==> src/inc/imx_params.svh <==
// Offsets, field positions, reset values and gain codes of the input mixer registers.
// Assumes a 32-bit APB slave; printed offsets are register indices, byte address is four times.
`ifndef IMX_PARAMS_SVH
`define IMX_PARAMS_SVH

// Register indices as printed; the byte address is four times the index.
`define IMX_IDX_POWER      12'h002
`define IMX_IDX_BOOST      12'h015
`define IMX_IDX_LROUTE     12'h029
`define IMX_IDX_RROUTE     12'h02a
`define IMX_IDX_LBYPASS    12'h02b
`define IMX_IDX_RBYPASS    12'h02c
// Status register holding the decoded bypass gain steps and the two mixer enables.
`define IMX_IDX_STATUS     12'h030

// Power register fields.
`define IMX_BIT_LEFT_ENA   9
`define IMX_BIT_RIGHT_ENA  8
// Boost register fields.
`define IMX_BIT_RBOOST     8
`define IMX_BIT_LBOOST     7
// Route register fields.
`define IMX_BIT_AMP2_ON    8
`define IMX_BIT_AMP2_GAIN  7
`define IMX_BIT_AMP1_ON    5
`define IMX_BIT_AMP1_GAIN  4
`define IMX_LSB_RECORD     0
// Bypass register fields.
`define IMX_LSB_BYPASS     6
`define IMX_LSB_VOICE      0

// Writable bit masks of each register.
`define IMX_MASK_POWER     16'h0300
`define IMX_MASK_BOOST     16'h0180
`define IMX_MASK_ROUTE     16'h01b7
`define IMX_MASK_BYPASS    16'h01c7

// All fields reset to disabled or mute.
`define IMX_RESET_VALUE    16'h0000

// Three-bit gain codes.
`define IMX_CODE_MUTE      3'h0
`define IMX_CODE_TOP       3'h7
// Step index of the boosted top code: -12dB plus 9 steps of 3dB gives +15dB.
`define IMX_STEP_BOOST     4'h9

`endif

==> src/inc/imx_pkg.sv <==
// Types shared by the input mixer register block.
// Assumes the parameter header is compiled alongside.
`default_nettype none

package imx_pkg;

  // Decoded controls of one three-bit gain path.
  typedef struct packed {
    logic       on;    // Path is unmuted.
    logic [3:0] step;  // Gain in 3dB steps above -12dB.
  } imx_gain_t;

  // Controls of one analogue input mixer.
  typedef struct packed {
    logic      enable;       // Mixer and voice path powered.
    logic      amp1_on;      // First amplifier path unmuted.
    logic      amp1_boost;   // First amplifier path at +30dB.
    logic      amp2_on;      // Second amplifier path unmuted.
    logic      amp2_boost;   // Second amplifier path at +30dB.
    imx_gain_t record_path;  // Loop-back from the output mixer.
    imx_gain_t bypass_path;  // Bypass-pin path.
    imx_gain_t voice_path;   // Differential voice path.
  } imx_mixer_t;

  // APB access phase state of the slave.
  typedef enum logic [0:0] {
    IMX_IDLE,
    IMX_ACCESS
  } imx_state_t;

endpackage : imx_pkg

`default_nettype wire

==> src/rtl/imx_gain_decode.sv <==
// Decoder of one three-bit mute-and-gain field into an unmute flag and a step index.
// Assumes a registered code; the output is registered so it reaches the pins clean.
`default_nettype none
`include "imx_params.svh"

module imx_gain_decode
  import imx_pkg::*;
(
  // Clock and reset.
  input  wire logic       pclk,
  input  wire logic       presetn,
  // Field code and boost option.
  input  wire logic [2:0] code,
  input  wire logic       boost,
  // Decoded controls.
  output imx_gain_t       gain
);

  // Decoded value before the register.
  imx_gain_t next_gain;

  // Code 000 mutes; codes 1..7 map to steps 0..6, the top code may jump to +15dB.
  assign next_gain.on   = (code != `IMX_CODE_MUTE);
  assign next_gain.step = (boost && code == `IMX_CODE_TOP) ? `IMX_STEP_BOOST :
                          (code == `IMX_CODE_MUTE) ? 4'h0 : {1'b0, code - 3'h1};

  // Output register, so the analogue side sees steady levels.
  always_ff @(posedge pclk or negedge presetn) begin
    if (!presetn) begin
      gain <= '0;
    end else begin
      gain <= next_gain;
    end
  end
endmodule : imx_gain_decode

`default_nettype wire

==> src/rtl/imx_regs.sv <==
// APB register bank for the two analogue input mixers of the codec.
// Assumes a single 100 MHz pclk and an APB master of the same clock domain.
//
// How it works
// - Power bit 9 enables left mixer, voice.
// - Power bit 8 enables right mixer, voice.
// - Boost bit 7 lifts left bypass top.
// - Left route bit 8 unmutes amplifier two.
// - Left route bit 7 gives amp two +30dB.
// - Left route bit 5 unmutes amplifier one.
// - Left route bit 4 gives amp one +30dB.
// - Left route bits 2:0 set record gain.
// - Left bypass bits 8:6 set bypass gain.
// - Boosted code 111 means +15dB, others unchanged.
// - Boost bit 8 lifts right bypass top.
// - Right route register mirrors the left one.
// - Right bypass bits 8:6, voice bits 2:0.
// - Left bypass bits 2:0 set voice gain.
`default_nettype none
`include "imx_params.svh"

module imx_regs
  import imx_pkg::*;
#(
  parameter int ADDR_W = 12  // APB byte address width.
)(
  // Clock and reset.
  input  wire logic              pclk,
  input  wire logic              presetn,
  // APB slave.
  input  wire logic              psel,
  input  wire logic              penable,
  input  wire logic              pwrite,
  input  wire logic [ADDR_W-1:0] paddr,
  input  wire logic [31:0]       pwdata,
  input  wire logic [3:0]        pstrb,
  output logic [31:0]            prdata,
  output logic                   pready,
  output logic                   pslverr,
  // Analogue mixer controls.
  output imx_mixer_t             left_input_mixer,
  output imx_mixer_t             right_input_mixer
);

  ////////////////////////////////////////////////////////////////////////////
  // Elaboration check.

  // The highest index times four must fit the address.
  if (ADDR_W < 8) begin : g_addr_check
    $error("imx_regs: ADDR_W too small for the register map");
  end

  ////////////////////////////////////////////////////////////////////////////
  // Register storage.

  logic [15:0] mixer_power_enables;      // Mixer enables.
  logic [15:0] bypass_boost_control;     // Bypass boost options.
  logic [15:0] left_mixer_route_gain;    // Left amplifier and record paths.
  logic [15:0] right_mixer_route_gain;   // Right amplifier and record paths.
  logic [15:0] left_mixer_bypass_gain;   // Left bypass and voice paths.
  logic [15:0] right_mixer_bypass_gain;  // Right bypass and voice paths.
  imx_state_t  state;                    // APB phase tracker.
  logic [4:0]  left_ctl;                 // Left enable, amplifier mutes and gains, flopped.
  logic [4:0]  right_ctl;                // Right enable, amplifier mutes and gains, flopped.
  imx_gain_t   left_record;              // Decoded left record path.
  imx_gain_t   left_bypass;              // Decoded left bypass path.
  imx_gain_t   left_voice;               // Decoded left voice path.
  imx_gain_t   right_record;             // Decoded right record path.
  imx_gain_t   right_bypass;             // Decoded right bypass path.
  imx_gain_t   right_voice;              // Decoded right voice path.

  ////////////////////////////////////////////////////////////////////////////
  // Address decode.

  // Map a byte address to a register index; unaligned addresses never match.
  function automatic logic [11:0] index_of(input logic [ADDR_W-1:0] addr);
    logic [31:0] wide;
    wide = 32'(addr);
    index_of = (wide[1:0] == 2'b00) ? wide[13:2] : 12'hfff;
  endfunction : index_of

  // Merge write data into a register through its byte strobes and writable mask.
  function automatic logic [15:0] merge(input logic [15:0] old, input logic [31:0] data,
                                        input logic [3:0] strb, input logic [15:0] mask);
    logic [15:0] lanes;
    lanes = {{8{strb[1]}}, {8{strb[0]}}} & mask;
    merge = (old & ~lanes) | (data[15:0] & lanes);
  endfunction : merge

  wire logic [11:0] index      = index_of(paddr);
  wire logic        setup      = psel && !penable;
  wire logic        sel_power  = (index == `IMX_IDX_POWER);
  wire logic        sel_boost  = (index == `IMX_IDX_BOOST);
  wire logic        sel_lroute = (index == `IMX_IDX_LROUTE);
  wire logic        sel_rroute = (index == `IMX_IDX_RROUTE);
  wire logic        sel_lbyp   = (index == `IMX_IDX_LBYPASS);
  wire logic        sel_rbyp   = (index == `IMX_IDX_RBYPASS);
  wire logic        sel_status = (index == `IMX_IDX_STATUS);
  wire logic        mapped     = sel_power | sel_boost | sel_lroute | sel_rroute |
                                 sel_lbyp | sel_rbyp | sel_status;
  // Writes land at the edge that ends the access, where pready is sampled high.
  wire logic        wr_ok      = psel && penable && pready && pwrite && mapped && !sel_status;

  // Status shows the decoded step of both bypass paths and mixer enables.
  wire logic [15:0] status_word = {6'h00, left_input_mixer.enable, right_input_mixer.enable,
                                   left_input_mixer.bypass_path.step,
                                   right_input_mixer.bypass_path.step};

  // Read mux; unmapped addresses read zero.
  wire logic [15:0] read_word =
      sel_power  ? mixer_power_enables     :
      sel_boost  ? bypass_boost_control    :
      sel_lroute ? left_mixer_route_gain   :
      sel_rroute ? right_mixer_route_gain  :
      sel_lbyp   ? left_mixer_bypass_gain  :
      sel_rbyp   ? right_mixer_bypass_gain :
      sel_status ? status_word             : 16'h0000;

  ////////////////////////////////////////////////////////////////////////////
  // APB handshake: one wait-free access; pready rises in the access cycle.

  // The slave answers every access in its first access cycle.
  always_ff @(posedge pclk or negedge presetn) begin
    if (!presetn) begin
      state   <= IMX_IDLE;
      pready  <= 1'b0;
      pslverr <= 1'b0;
      prdata  <= 32'h0000_0000;
    end else begin
      case (state)
        IMX_IDLE: begin
          // A setup cycle prepares the answer for the access cycle.
          if (setup) begin
            state   <= IMX_ACCESS;
            pready  <= 1'b1;
            // Unmapped addresses and writes to status are flagged as errors.
            pslverr <= !mapped || (pwrite && sel_status);
            prdata  <= pwrite ? 32'h0000_0000 : {16'h0000, read_word};
          end
        end
        IMX_ACCESS: begin
          // Access completes at this edge; drop the answer.
          state   <= IMX_IDLE;
          pready  <= 1'b0;
          pslverr <= 1'b0;
        end
        default: begin
          state  <= IMX_IDLE;
          pready <= 1'b0;
        end
      endcase
    end
  end

  ////////////////////////////////////////////////////////////////////////////
  // Register writes; the new value is visible after the access edge.

  // Writes are committed at the access edge; a refused write changes nothing.
  always_ff @(posedge pclk or negedge presetn) begin
    if (!presetn) begin
      mixer_power_enables     <= `IMX_RESET_VALUE;
      bypass_boost_control    <= `IMX_RESET_VALUE;
      left_mixer_route_gain   <= `IMX_RESET_VALUE;
      right_mixer_route_gain  <= `IMX_RESET_VALUE;
      left_mixer_bypass_gain  <= `IMX_RESET_VALUE;
      right_mixer_bypass_gain <= `IMX_RESET_VALUE;
    end else if (wr_ok) begin
      if (sel_power)
        mixer_power_enables <= merge(mixer_power_enables, pwdata, pstrb, `IMX_MASK_POWER);
      if (sel_boost)
        bypass_boost_control <= merge(bypass_boost_control, pwdata, pstrb, `IMX_MASK_BOOST);
      if (sel_lroute)
        left_mixer_route_gain <= merge(left_mixer_route_gain, pwdata, pstrb, `IMX_MASK_ROUTE);
      if (sel_rroute)
        right_mixer_route_gain <= merge(right_mixer_route_gain, pwdata, pstrb,
                                        `IMX_MASK_ROUTE);
      if (sel_lbyp)
        left_mixer_bypass_gain <= merge(left_mixer_bypass_gain, pwdata, pstrb,
                                        `IMX_MASK_BYPASS);
      if (sel_rbyp)
        right_mixer_bypass_gain <= merge(right_mixer_bypass_gain, pwdata, pstrb,
                                         `IMX_MASK_BYPASS);
    end
  end

  ////////////////////////////////////////////////////////////////////////////
  // Single-bit controls, registered toward the mixers.

  // Gain changes go straight through; pop avoidance is left to software.
  always_ff @(posedge pclk or negedge presetn) begin
    if (!presetn) begin
      left_ctl  <= 5'h00;
      right_ctl <= 5'h00;
    end else begin
      left_ctl  <= {mixer_power_enables[`IMX_BIT_LEFT_ENA],
                    left_mixer_route_gain[`IMX_BIT_AMP1_ON],
                    left_mixer_route_gain[`IMX_BIT_AMP1_GAIN],
                    left_mixer_route_gain[`IMX_BIT_AMP2_ON],
                    left_mixer_route_gain[`IMX_BIT_AMP2_GAIN]};
      right_ctl <= {mixer_power_enables[`IMX_BIT_RIGHT_ENA],
                    right_mixer_route_gain[`IMX_BIT_AMP1_ON],
                    right_mixer_route_gain[`IMX_BIT_AMP1_GAIN],
                    right_mixer_route_gain[`IMX_BIT_AMP2_ON],
                    right_mixer_route_gain[`IMX_BIT_AMP2_GAIN]};
    end
  end

  // The carriers only gather flop outputs, so each struct has a single driver.
  assign left_input_mixer  = {left_ctl, left_record, left_bypass, left_voice};
  assign right_input_mixer = {right_ctl, right_record, right_bypass, right_voice};

  ////////////////////////////////////////////////////////////////////////////
  // Three-bit gain decoders; each output is a register inside the decoder.

  // Left record loop-back gain.
  imx_gain_decode u_left_record (
    .pclk    (pclk),
    .presetn (presetn),
    .code    (left_mixer_route_gain[`IMX_LSB_RECORD +: 3]),
    .boost   (1'b0),
    .gain    (left_record)
  );

  // Left bypass-pin gain with its boost option.
  imx_gain_decode u_left_bypass (
    .pclk    (pclk),
    .presetn (presetn),
    .code    (left_mixer_bypass_gain[`IMX_LSB_BYPASS +: 3]),
    .boost   (bypass_boost_control[`IMX_BIT_LBOOST]),
    .gain    (left_bypass)
  );

  // Left differential voice gain.
  imx_gain_decode u_left_voice (
    .pclk    (pclk),
    .presetn (presetn),
    .code    (left_mixer_bypass_gain[`IMX_LSB_VOICE +: 3]),
    .boost   (1'b0),
    .gain    (left_voice)
  );

  // Right record loop-back gain.
  imx_gain_decode u_right_record (
    .pclk    (pclk),
    .presetn (presetn),
    .code    (right_mixer_route_gain[`IMX_LSB_RECORD +: 3]),
    .boost   (1'b0),
    .gain    (right_record)
  );

  // Right bypass-pin gain with its boost option.
  imx_gain_decode u_right_bypass (
    .pclk    (pclk),
    .presetn (presetn),
    .code    (right_mixer_bypass_gain[`IMX_LSB_BYPASS +: 3]),
    .boost   (bypass_boost_control[`IMX_BIT_RBOOST]),
    .gain    (right_bypass)
  );

  // Right differential voice gain.
  imx_gain_decode u_right_voice (
    .pclk    (pclk),
    .presetn (presetn),
    .code    (right_mixer_bypass_gain[`IMX_LSB_VOICE +: 3]),
    .boost   (1'b0),
    .gain    (right_voice)
  );
endmodule : imx_regs

`default_nettype wire

==> config.mk <==
export PLATFORM = sky130hd
export DESIGN_NAME = imx_regs
export DESIGN_NICKNAME = d
export VERILOG_FILES = /design/src/inc/imx_pkg.sv /design/src/rtl/imx_gain_decode.sv /design/src/rtl/imx_regs.sv
export VERILOG_INCLUDE_DIRS = /design/src /design/src/inc
export SDC_FILE = /design/constraint.sdc
export NUM_CORES = 1
export LEC_CHECK = 0
export ABC_AREA = 1
export BUFFER_PORTS_ARGS = -buffer_cell sky130_fd_sc_hd__buf_2
export CAP_MARGIN = 25
export CORE_AREA = 4 4 94 96
export DETAILED_ROUTE_END_ITERATION = 10
export DIE_AREA = 0 0 98 100
export PLACE_DENSITY = 0.79
export SYNTH_ARGS = -nofsm -noshare
export SYNTH_HDL_FRONTEND = slang
export SYNTH_SLANG_ARGS = --single-unit
==> constraint.sdc <==
create_clock -name pclk -period 2 [get_ports pclk]
set_clock_uncertainty 0.1 [all_clocks]
set_input_delay 0.1 -clock pclk [delete_from_list [all_inputs] [get_ports pclk]]
set_output_delay 0.1 -clock pclk [all_outputs]
set_load 0.05 [all_outputs]
==> metrics.md, run 1 <==
| Metric | Value |
|---|---|
| Outcome | finished, final reports clean |
| Vias | 3315 |
| RSZ-0062 raised after global routing | false |
| Adder-Cell Fraction of Synth Area | approximately 3.8% |
| I/O Buffers | between 70 and 80 |
| Chip Height | roughly 100 um |
| WL/cell | ~14 um |
| Largest family of logic cells by synthesized area | simple AND/OR/NAND/NOR gates |
| Die Area | 9800 um2 |
| Power Density | 664 nW/um2 |
| Synth async-reset ratio | 100% |
| H-tree lvl count | 3 |
| Main synth FF type | dfrtp_1 |
| Max VDD drop | roughly 0.00036 V |
| Final setup violation count | 0 |
| Starting Density | 49.5% |
| Boundary Pins | ~130 |
| Max Transition Viols Final | 0 |
| First-pass GRT wire length | 14800 um |
| Crit end category | flip-flop |
| Share of layout cells above drive strength 1 | between 20% and 30% |
| CTS buffer count | 9 |
| Worst setup path category | input port to flip-flop |
| Mapped cell area | 3990 um2 |
| Drt pass-1 iters | 5 |
| Register bit total from synthesis | between 70 and 80 |
| Setup WS post-layout | 220 ps |
| DP Worst Slack | 19.7 ps |
| Largest net degree at the start of global routing | 43 |
| Cells on worst reg2reg path | 9 |
| Met1 Wirelength | 3830 um |
| Reg2Reg Setup Slack | 400 ps |
| Register area share after synthesis | about half |
| Crit path arrival time | between 1500 and 2000 ps |
| Number of placement rows | 33 |
| Reg2reg end | prdata[0] |
| Yosys Warn Count | 0 |
| GRT Util Overall | 18.9% |
| Core area | 8050 um2 |
| Max FO, Critical Path | 5 |
| Final worst path period share | 89.0% |
| Max-cap viol count | 0 |
| P_leak | between 0.002 and 0.003 uW |
| Drc violations | 0 |
| Die width | 98 um |
| Worst Hold Class | input port to flip-flop |
| WP data required | ~2200 ps |
| First DRT Iteration DRCs | 220 |
| Vias in the first global route | 3176 |
| Routability cong. | 0.892 |
| Post-layout min period | 1780 ps |
| Compound-cell area share of the yosys netlist | 7.47% |
| Post-DP HPWL | roughly 7000 um |
| Hold endpoint | pready |
| DRT Wirelength | 9190 um |
| Hold path depth | 5 |
| Crit start category | input port |
| Area leader, netlist | dfrtp_1 |
| Total congestion overflow | 0 |
| Inserted Diodes | 0 |
| Max Freq | 0.562 GHz |
| Simple-gate portion of the synthesized area | between 20% and 30% |
| Clock latency on the worst-skew pair | ~350 ps |
| Main area contributors after synthesis | dfrtp_1 50%, nand2_1 8.2%, inv_1 8.0% |
| Post-Synth XOR/XNOR Area | 0% |
| Final net count | between 600 and 700 |
| Netlist cell types | 36 |
| Gate Count Post-Synth | 466 |
| Syn-to-layout area delta | 20.6% |
| Clock buffer depth | 2 |
| Setup_tns | 0 ps |
| CTS sink cnt | 79 |
| Worst-path clk slew | 80 ps |
| Worst r2r src | state |
| Worst hold start | psel |
| Root Buffer | clkbuf_8 |
| Met2 Wirelength | 4370 um |
| Number of enable flip-flop cells after synthesis | 0 |
| CTS tree | done |
| Final antenna-violating net count | 0 |
| Post-synthesis mux area share | less than 1% |
| Syn Area/Cell | 8.56 um2 |
| Hold Violations, Final | 0 |
| Vias/cell | between 4 and 5 |
| Yosys top cell area share | 49.6% |
| DR WL met3 | approximately 770 um |
| Initial antenna violation count | 0 |
| Max layer used | met4 |
| Post-CTS setup buffer count | 0 |
how the worst max path moves through the flow:
stage / start / end / slack [ps]
floorplan: pready / flip-flop / 340
global placement: paddr[1] / flip-flop / 90
detailed placement: paddr[1] / flip-flop / 20
CTS: penable / prdata[2] / 180
global route: penable / prdata[0] / 40
finish: penable / prdata[0] / 220
area by class of cell:
class	instances	area (um2)
Clock inverter	7	95.1
Clock buffer	9	124
Inverter	88	330
Multi-Input combinational cell	293	1560
Sequential cell	79	1980
Fill cell	700	3240
Timing Repair Buffer	97	598
Tap cell	105	131
worst max-delay path: stages:
cell	delay, ps
dlygate4sd3_1	540
buf_2	130
nor2_2	130
inv_1	50
nor2_1	130
inv_1	80
nor2_2	110
inv_1	50
nor2_1	160
nand2_2	140
a21oi_1	180
o31ai_1	100
nand2_1	60
stage by stage:
step                power (uW)  util (%)  cell area, um2  hold WS (ps)  instances
floorplan                 1850         -            4080          -296        491
detailed placement        1910      55.4            4460         0.119        650
CTS                       3190      59.7            4800          1.80        678
finish                    3200      59.8            4810          11.8        678
global route              3290      59.8            4810          49.7        678
global placement          1900      55.4            4460         -5.76        650
cell usage in the layout (no fill, tap or decap), drive strengths merged:
| cell | count |
|---|---|
| nand3 | 39 |
| clkbuf | 9 |
| ha | 12 |
| a32o | 1 |
| o2111ai | 1 |
| dfrtp | 79 |
| a21oi | 7 |
| nand3b | 1 |
| inv | 88 |
| clkinvlp | 1 |
| conb | 26 |
| mux2i | 1 |
| buf | 85 |
| clkinv | 4 |
| a22o | 2 |
| o221ai | 1 |
| nor2 | 60 |
| nand4 | 10 |
| o31ai | 4 |
| bufinv | 2 |
| o211ai | 1 |
| nand2 | 91 |
| o21ai | 32 |
| o21bai | 1 |
| dlygate4sd3 | 12 |
| o22ai | 2 |
| mux2 | 1 |
power by group:
part / internal [uW] / leakage, uW / switching, uW
clock: 704 / 0.000110 / 593
combinational: 60.2 / 0.00168 / 231
sequential: 1600 / 0.000901 / 4.36
routing by layer:
layer | track usage, % | vias up
li1 | - | 1609
met2 | 31.0 | 136
met1 | 23.7 | 1546
met5 | 0 | -
met4 | 8.84 | 0
met3 | 4.73 | 24
Yosys cell counts (all sizes together), types with 4 or more instances:
master / instances
nand4: 10
o21ai: 32
inv: 87
a21oi: 7
buf: 30
dfrtp: 79
nand3: 39
o31ai: 4
ha: 12
nor2: 60
nand2: 91
timing repair:
action                     in CTS  in global routing
hold endpoints to repair       68                  0
gates resized for setup         0                  3
hold buffers                   12                  0
setup endpoints to repair       0                  3
logic make-up (layout without fill, tap and decap cells):
group | Yosys count | after routing
DFF | 79 | 79
adders and majority gates | 12 | 12
AOI/OAI and AO/OA | 52 | 52
other | 1 | 26
and+or+nand+nor | 201 | 201
muxes | 2 | 2
buffers and inverters | 119 | 201
No activity file was read; power rests on OpenSTA's default activity.
==> inputs of run 2 (changes only) <==
--- a/config.mk
+++ b/config.mk
@@ -9,10 +9,11 @@
 export ABC_AREA = 1
 export BUFFER_PORTS_ARGS = -buffer_cell sky130_fd_sc_hd__buf_2
 export CAP_MARGIN = 25
-export CORE_AREA = 4 4 94 96
+export CORE_AREA = 2 2 92 94
 export DETAILED_ROUTE_END_ITERATION = 10
-export DIE_AREA = 0 0 98 100
+export DIE_AREA = 0 0 94 96
 export PLACE_DENSITY = 0.79
+export REMOVE_ABC_BUFFERS = 1
 export SYNTH_ARGS = -nofsm -noshare
 export SYNTH_HDL_FRONTEND = slang
 export SYNTH_SLANG_ARGS = --single-unit
==> run 2 against run 1 <==
  * Clock-buffer cell count unchanged
  * Highest routed layer unchanged
  * Routed wire length down 4.3%
  * Largest cell class unchanged
  * Fmax down 2.0%
  * Sequential share of layout area up 0.34 points
  * Largest power group unchanged
  * Critical path type unchanged
  * Worst hold slack better by 17 ps
  * Critical endpoint is now prdata[2]
  * Final area down 0.83%
==> metrics.md, run 2 (synthesized netlist as in run 1, its figures left out) <==
| Metric | Value |
|---|---|
| Outcome | finished, final reports clean |
| Commonest non-fill, non-tap cell in the layout | nand2_1 |
| I/O Buffers | 75 (unchanged) |
| Worst r2r src | state |
| Reg2reg end | prdata[2] |
| DP Worst Slack | 83.2 ps (+63.5 ps) |
| Crit start category | input port |
| Drc violations | 0 (unchanged) |
| Power Density | 637 nW/um2 (-4.0%) |
| Clock latency on the worst-skew pair | 360 ps (about the same) |
| Post-DP HPWL | 6660 um (-4.2%) |
| Vias | 3248 (-2.0%) |
| Worst setup path category | input port to flip-flop |
| GR peak layer | met2 |
| Syn-to-layout area delta | 19.6% |
| Crit end category | flip-flop |
| Die Area | 9020 um2 (-7.9%) |
| Root Buffer | clkbuf_8 |
| Inst Count DP | 650 (unchanged) |
| RSZ-0062 raised after global routing | false |
| Number of placement rows | 33 (unchanged) |
| Setup WS post-layout | 183 ps (-36.6 ps) |
| DRT Wirelength | 8800 um (-4.3%) |
| Max VDD drop | 0.000324 V (-10%) |
| Vias/cell | 4.80 (-1.9%) |
| Post-CTS setup buffer count | 0 (unchanged) |
| Largest net degree at the start of global routing | 49 (+14%) |
| Starting Density | 49.5% (unchanged) |
| Fin util | 59.3% (-0.50 points) |
| Initial antenna violation count | 0 (unchanged) |
| CTS tree | done |
| Slew of the pin with the lowest slew margin | 633 ps |
| CTS buffer count | 9 (unchanged) |
| Fillers | 724 (+3.4%) |
| Max FO, Critical Path | 5 (unchanged) |
| Buffers plus inverters on the worst setup path | 5 (unchanged) |
| Die width | 94 um (-4.1%) |
| P_leak | 0.00267 uW (-0.63%) |
| Reg2Reg Setup Slack | 390 ps (about the same) |
| Total congestion overflow | 0 (unchanged) |
| Core area | 8050 um2 (unchanged) |
| WL/cell | 13.0 um (-4.1%) |
| WP data required | 2190 ps (about the same) |
| Worst path slowest cell | dlygate4sd3_1 |
| Setup_tns | 0 ps (unchanged) |
| Final worst path period share | 90.8% (+1.8 points) |
| Met3 usage | 4.31% (-0.42 points) |
| Cells on worst reg2reg path | 9 (unchanged) |
| Met2 usage | 32.7% (+1.7 points) |
| H-tree lvl count | 3 (unchanged) |
| Crit. Startpoint | penable |
| Hold Violations, Final | 0 (unchanged) |
| CTS sink cnt | 79 (unchanged) |
| Inserted Diodes | 0 (unchanged) |
| Commonest cells after routing, fill and taps aside | 86 x nand2_1, 85 x inv_1, 79 x dfrtp_1 |
| Chip Height | 96 um (-4.0%) |
| Critical path endpoint | prdata[2] |
| Crit path arrival time | 2010 ps (+30 ps) |
| WHS | 28.6 ps (+16.8 ps) |
| Max-slew headroom | 57.8% |
| Worst-path clk slew | 80 ps (about the same) |
| Share of layout cells above drive strength 1 | 21.7% (-0.49 points) |
| Worst Hold Class | input port to flip-flop |
| Boundary Pins | 127 (unchanged) |
| GR Util met1 | 26.8% (+3.2 points) |
| Max-cap viol count | 0 (unchanged) |
| Max Transition Viols Final | 0 (unchanged) |
| WP depth | 13 (unchanged) |
| First-pass GRT wire length | 13900 um (-5.8%) |
| First DRT Iteration DRCs | 158 (-28%) |
| Post-layout min period | 1820 ps (+36.6 ps) |
| Crit-path max cell delay | 530 ps (about the same) |
| Final antenna-violating net count | 0 (unchanged) |
| Vias in the first global route | 2979 (-6.2%) |
| Clock buffer depth | 2 (unchanged) |
| Drt pass-1 iters | 6 (+1) |
| Crit-path cells | dlygate4sd3_1 -> buf_2 -> nor2_1 -> inv_1 -> nor2_1 -> inv_1 -> nor2_2 -> inv_1 -> nor2_1 -> nand2_2 -> a21oi_1 -> o31ai_1 -> nand2_1 |
| Routability cong. | 0.944 (+5.8%) |
| GRT Util Overall | 20.3% (+1.3 points) |
| Final setup violation count | 0 (unchanged) |
| Final std cells w/o fill | 677 (-0.15%) |
| Max Freq | 0.550 GHz (-2.0%) |
| Final net count | 633 (unchanged) |
| Cell family with most CP delay | buffers and inverters |
## run 2: changes by cell type in the layout (fill, tap and decap cells not counted)
cell / change
a21oi_1: +1
a21oi_2: -1
bufinv_16: -1
clkinv_2: +1
clkinv_4: -1
nor2_1: +1
nor2_2: -1
## run 2: metrics by stage
| stage | instance area (um2) | power, uW |
|---|---|---|
| final | 4770 | 3040 |
| after global routing | 4770 | 3150 |
| after CTS | 4770 | 3060 |
| after detailed placement | 4460 | 1910 |
| after global placement | 4460 | 1910 |
| after floorplan | 3850 | 1810 |
## run 2: tightest hold or removal path: cells and delay by family
family	cells	cell delay (ps)
buffers and inverters	2	170
AND/OR/NAND/NOR	3	180
## run 2: worst min path at each step
stage | slack (ps) | startpoint | depth (start not counted) | endpoint
2_1_floorplan | -300 | presetn | 0 | async pin
3_3_place_gp | 60 | presetn | 1 | u_right_record.gain[4]
3_5_place_dp | 60 | presetn | 1 | u_left_record.gain[4]
4_1_cts | 6 | pstrb[0] | 5 | flip-flop
5_1_grt | 40 | pwrite | 3 | pslverr
6_report | 30 | pstrb[0] | 5 | flip-flop
## run 2: repair_timing
action,4_1_cts,5_1_grt
endpoints found under the hold margin,77,0
endpoints found under the setup margin,0,3
hold buffers,12,0
resized for setup,0,1
## run 2: area by class of cell
cell class	instances	area (um2)	area share, %
Tap cell	105	131	2.75
Clock inverter	6	61.3	1.28
Multi-Input combinational cell	293	1550	32.5
Clock buffer	9	124	2.60
Inverter	88	330	6.92
Sequential cell	79	1980	41.4
Timing Repair Buffer	97	598	12.5
## run 2: layer usage
metal / vias to the layer above / routed length [um]
li1: 1603 / -
met1: 1533 / 3970
met2: 96 / 4150
met3: 16 / 508
met4: 0 / 172
met5: - / 0
## run 2: report_power, final
part           leakage, uW  total [uW]  internal [uW]  switching, uW
clock network    0.0000953        1150            567            579
registers         0.000901        1610           1600           3.51
logic              0.00168         290           59.7            230
total              0.00267        3040           2230            813
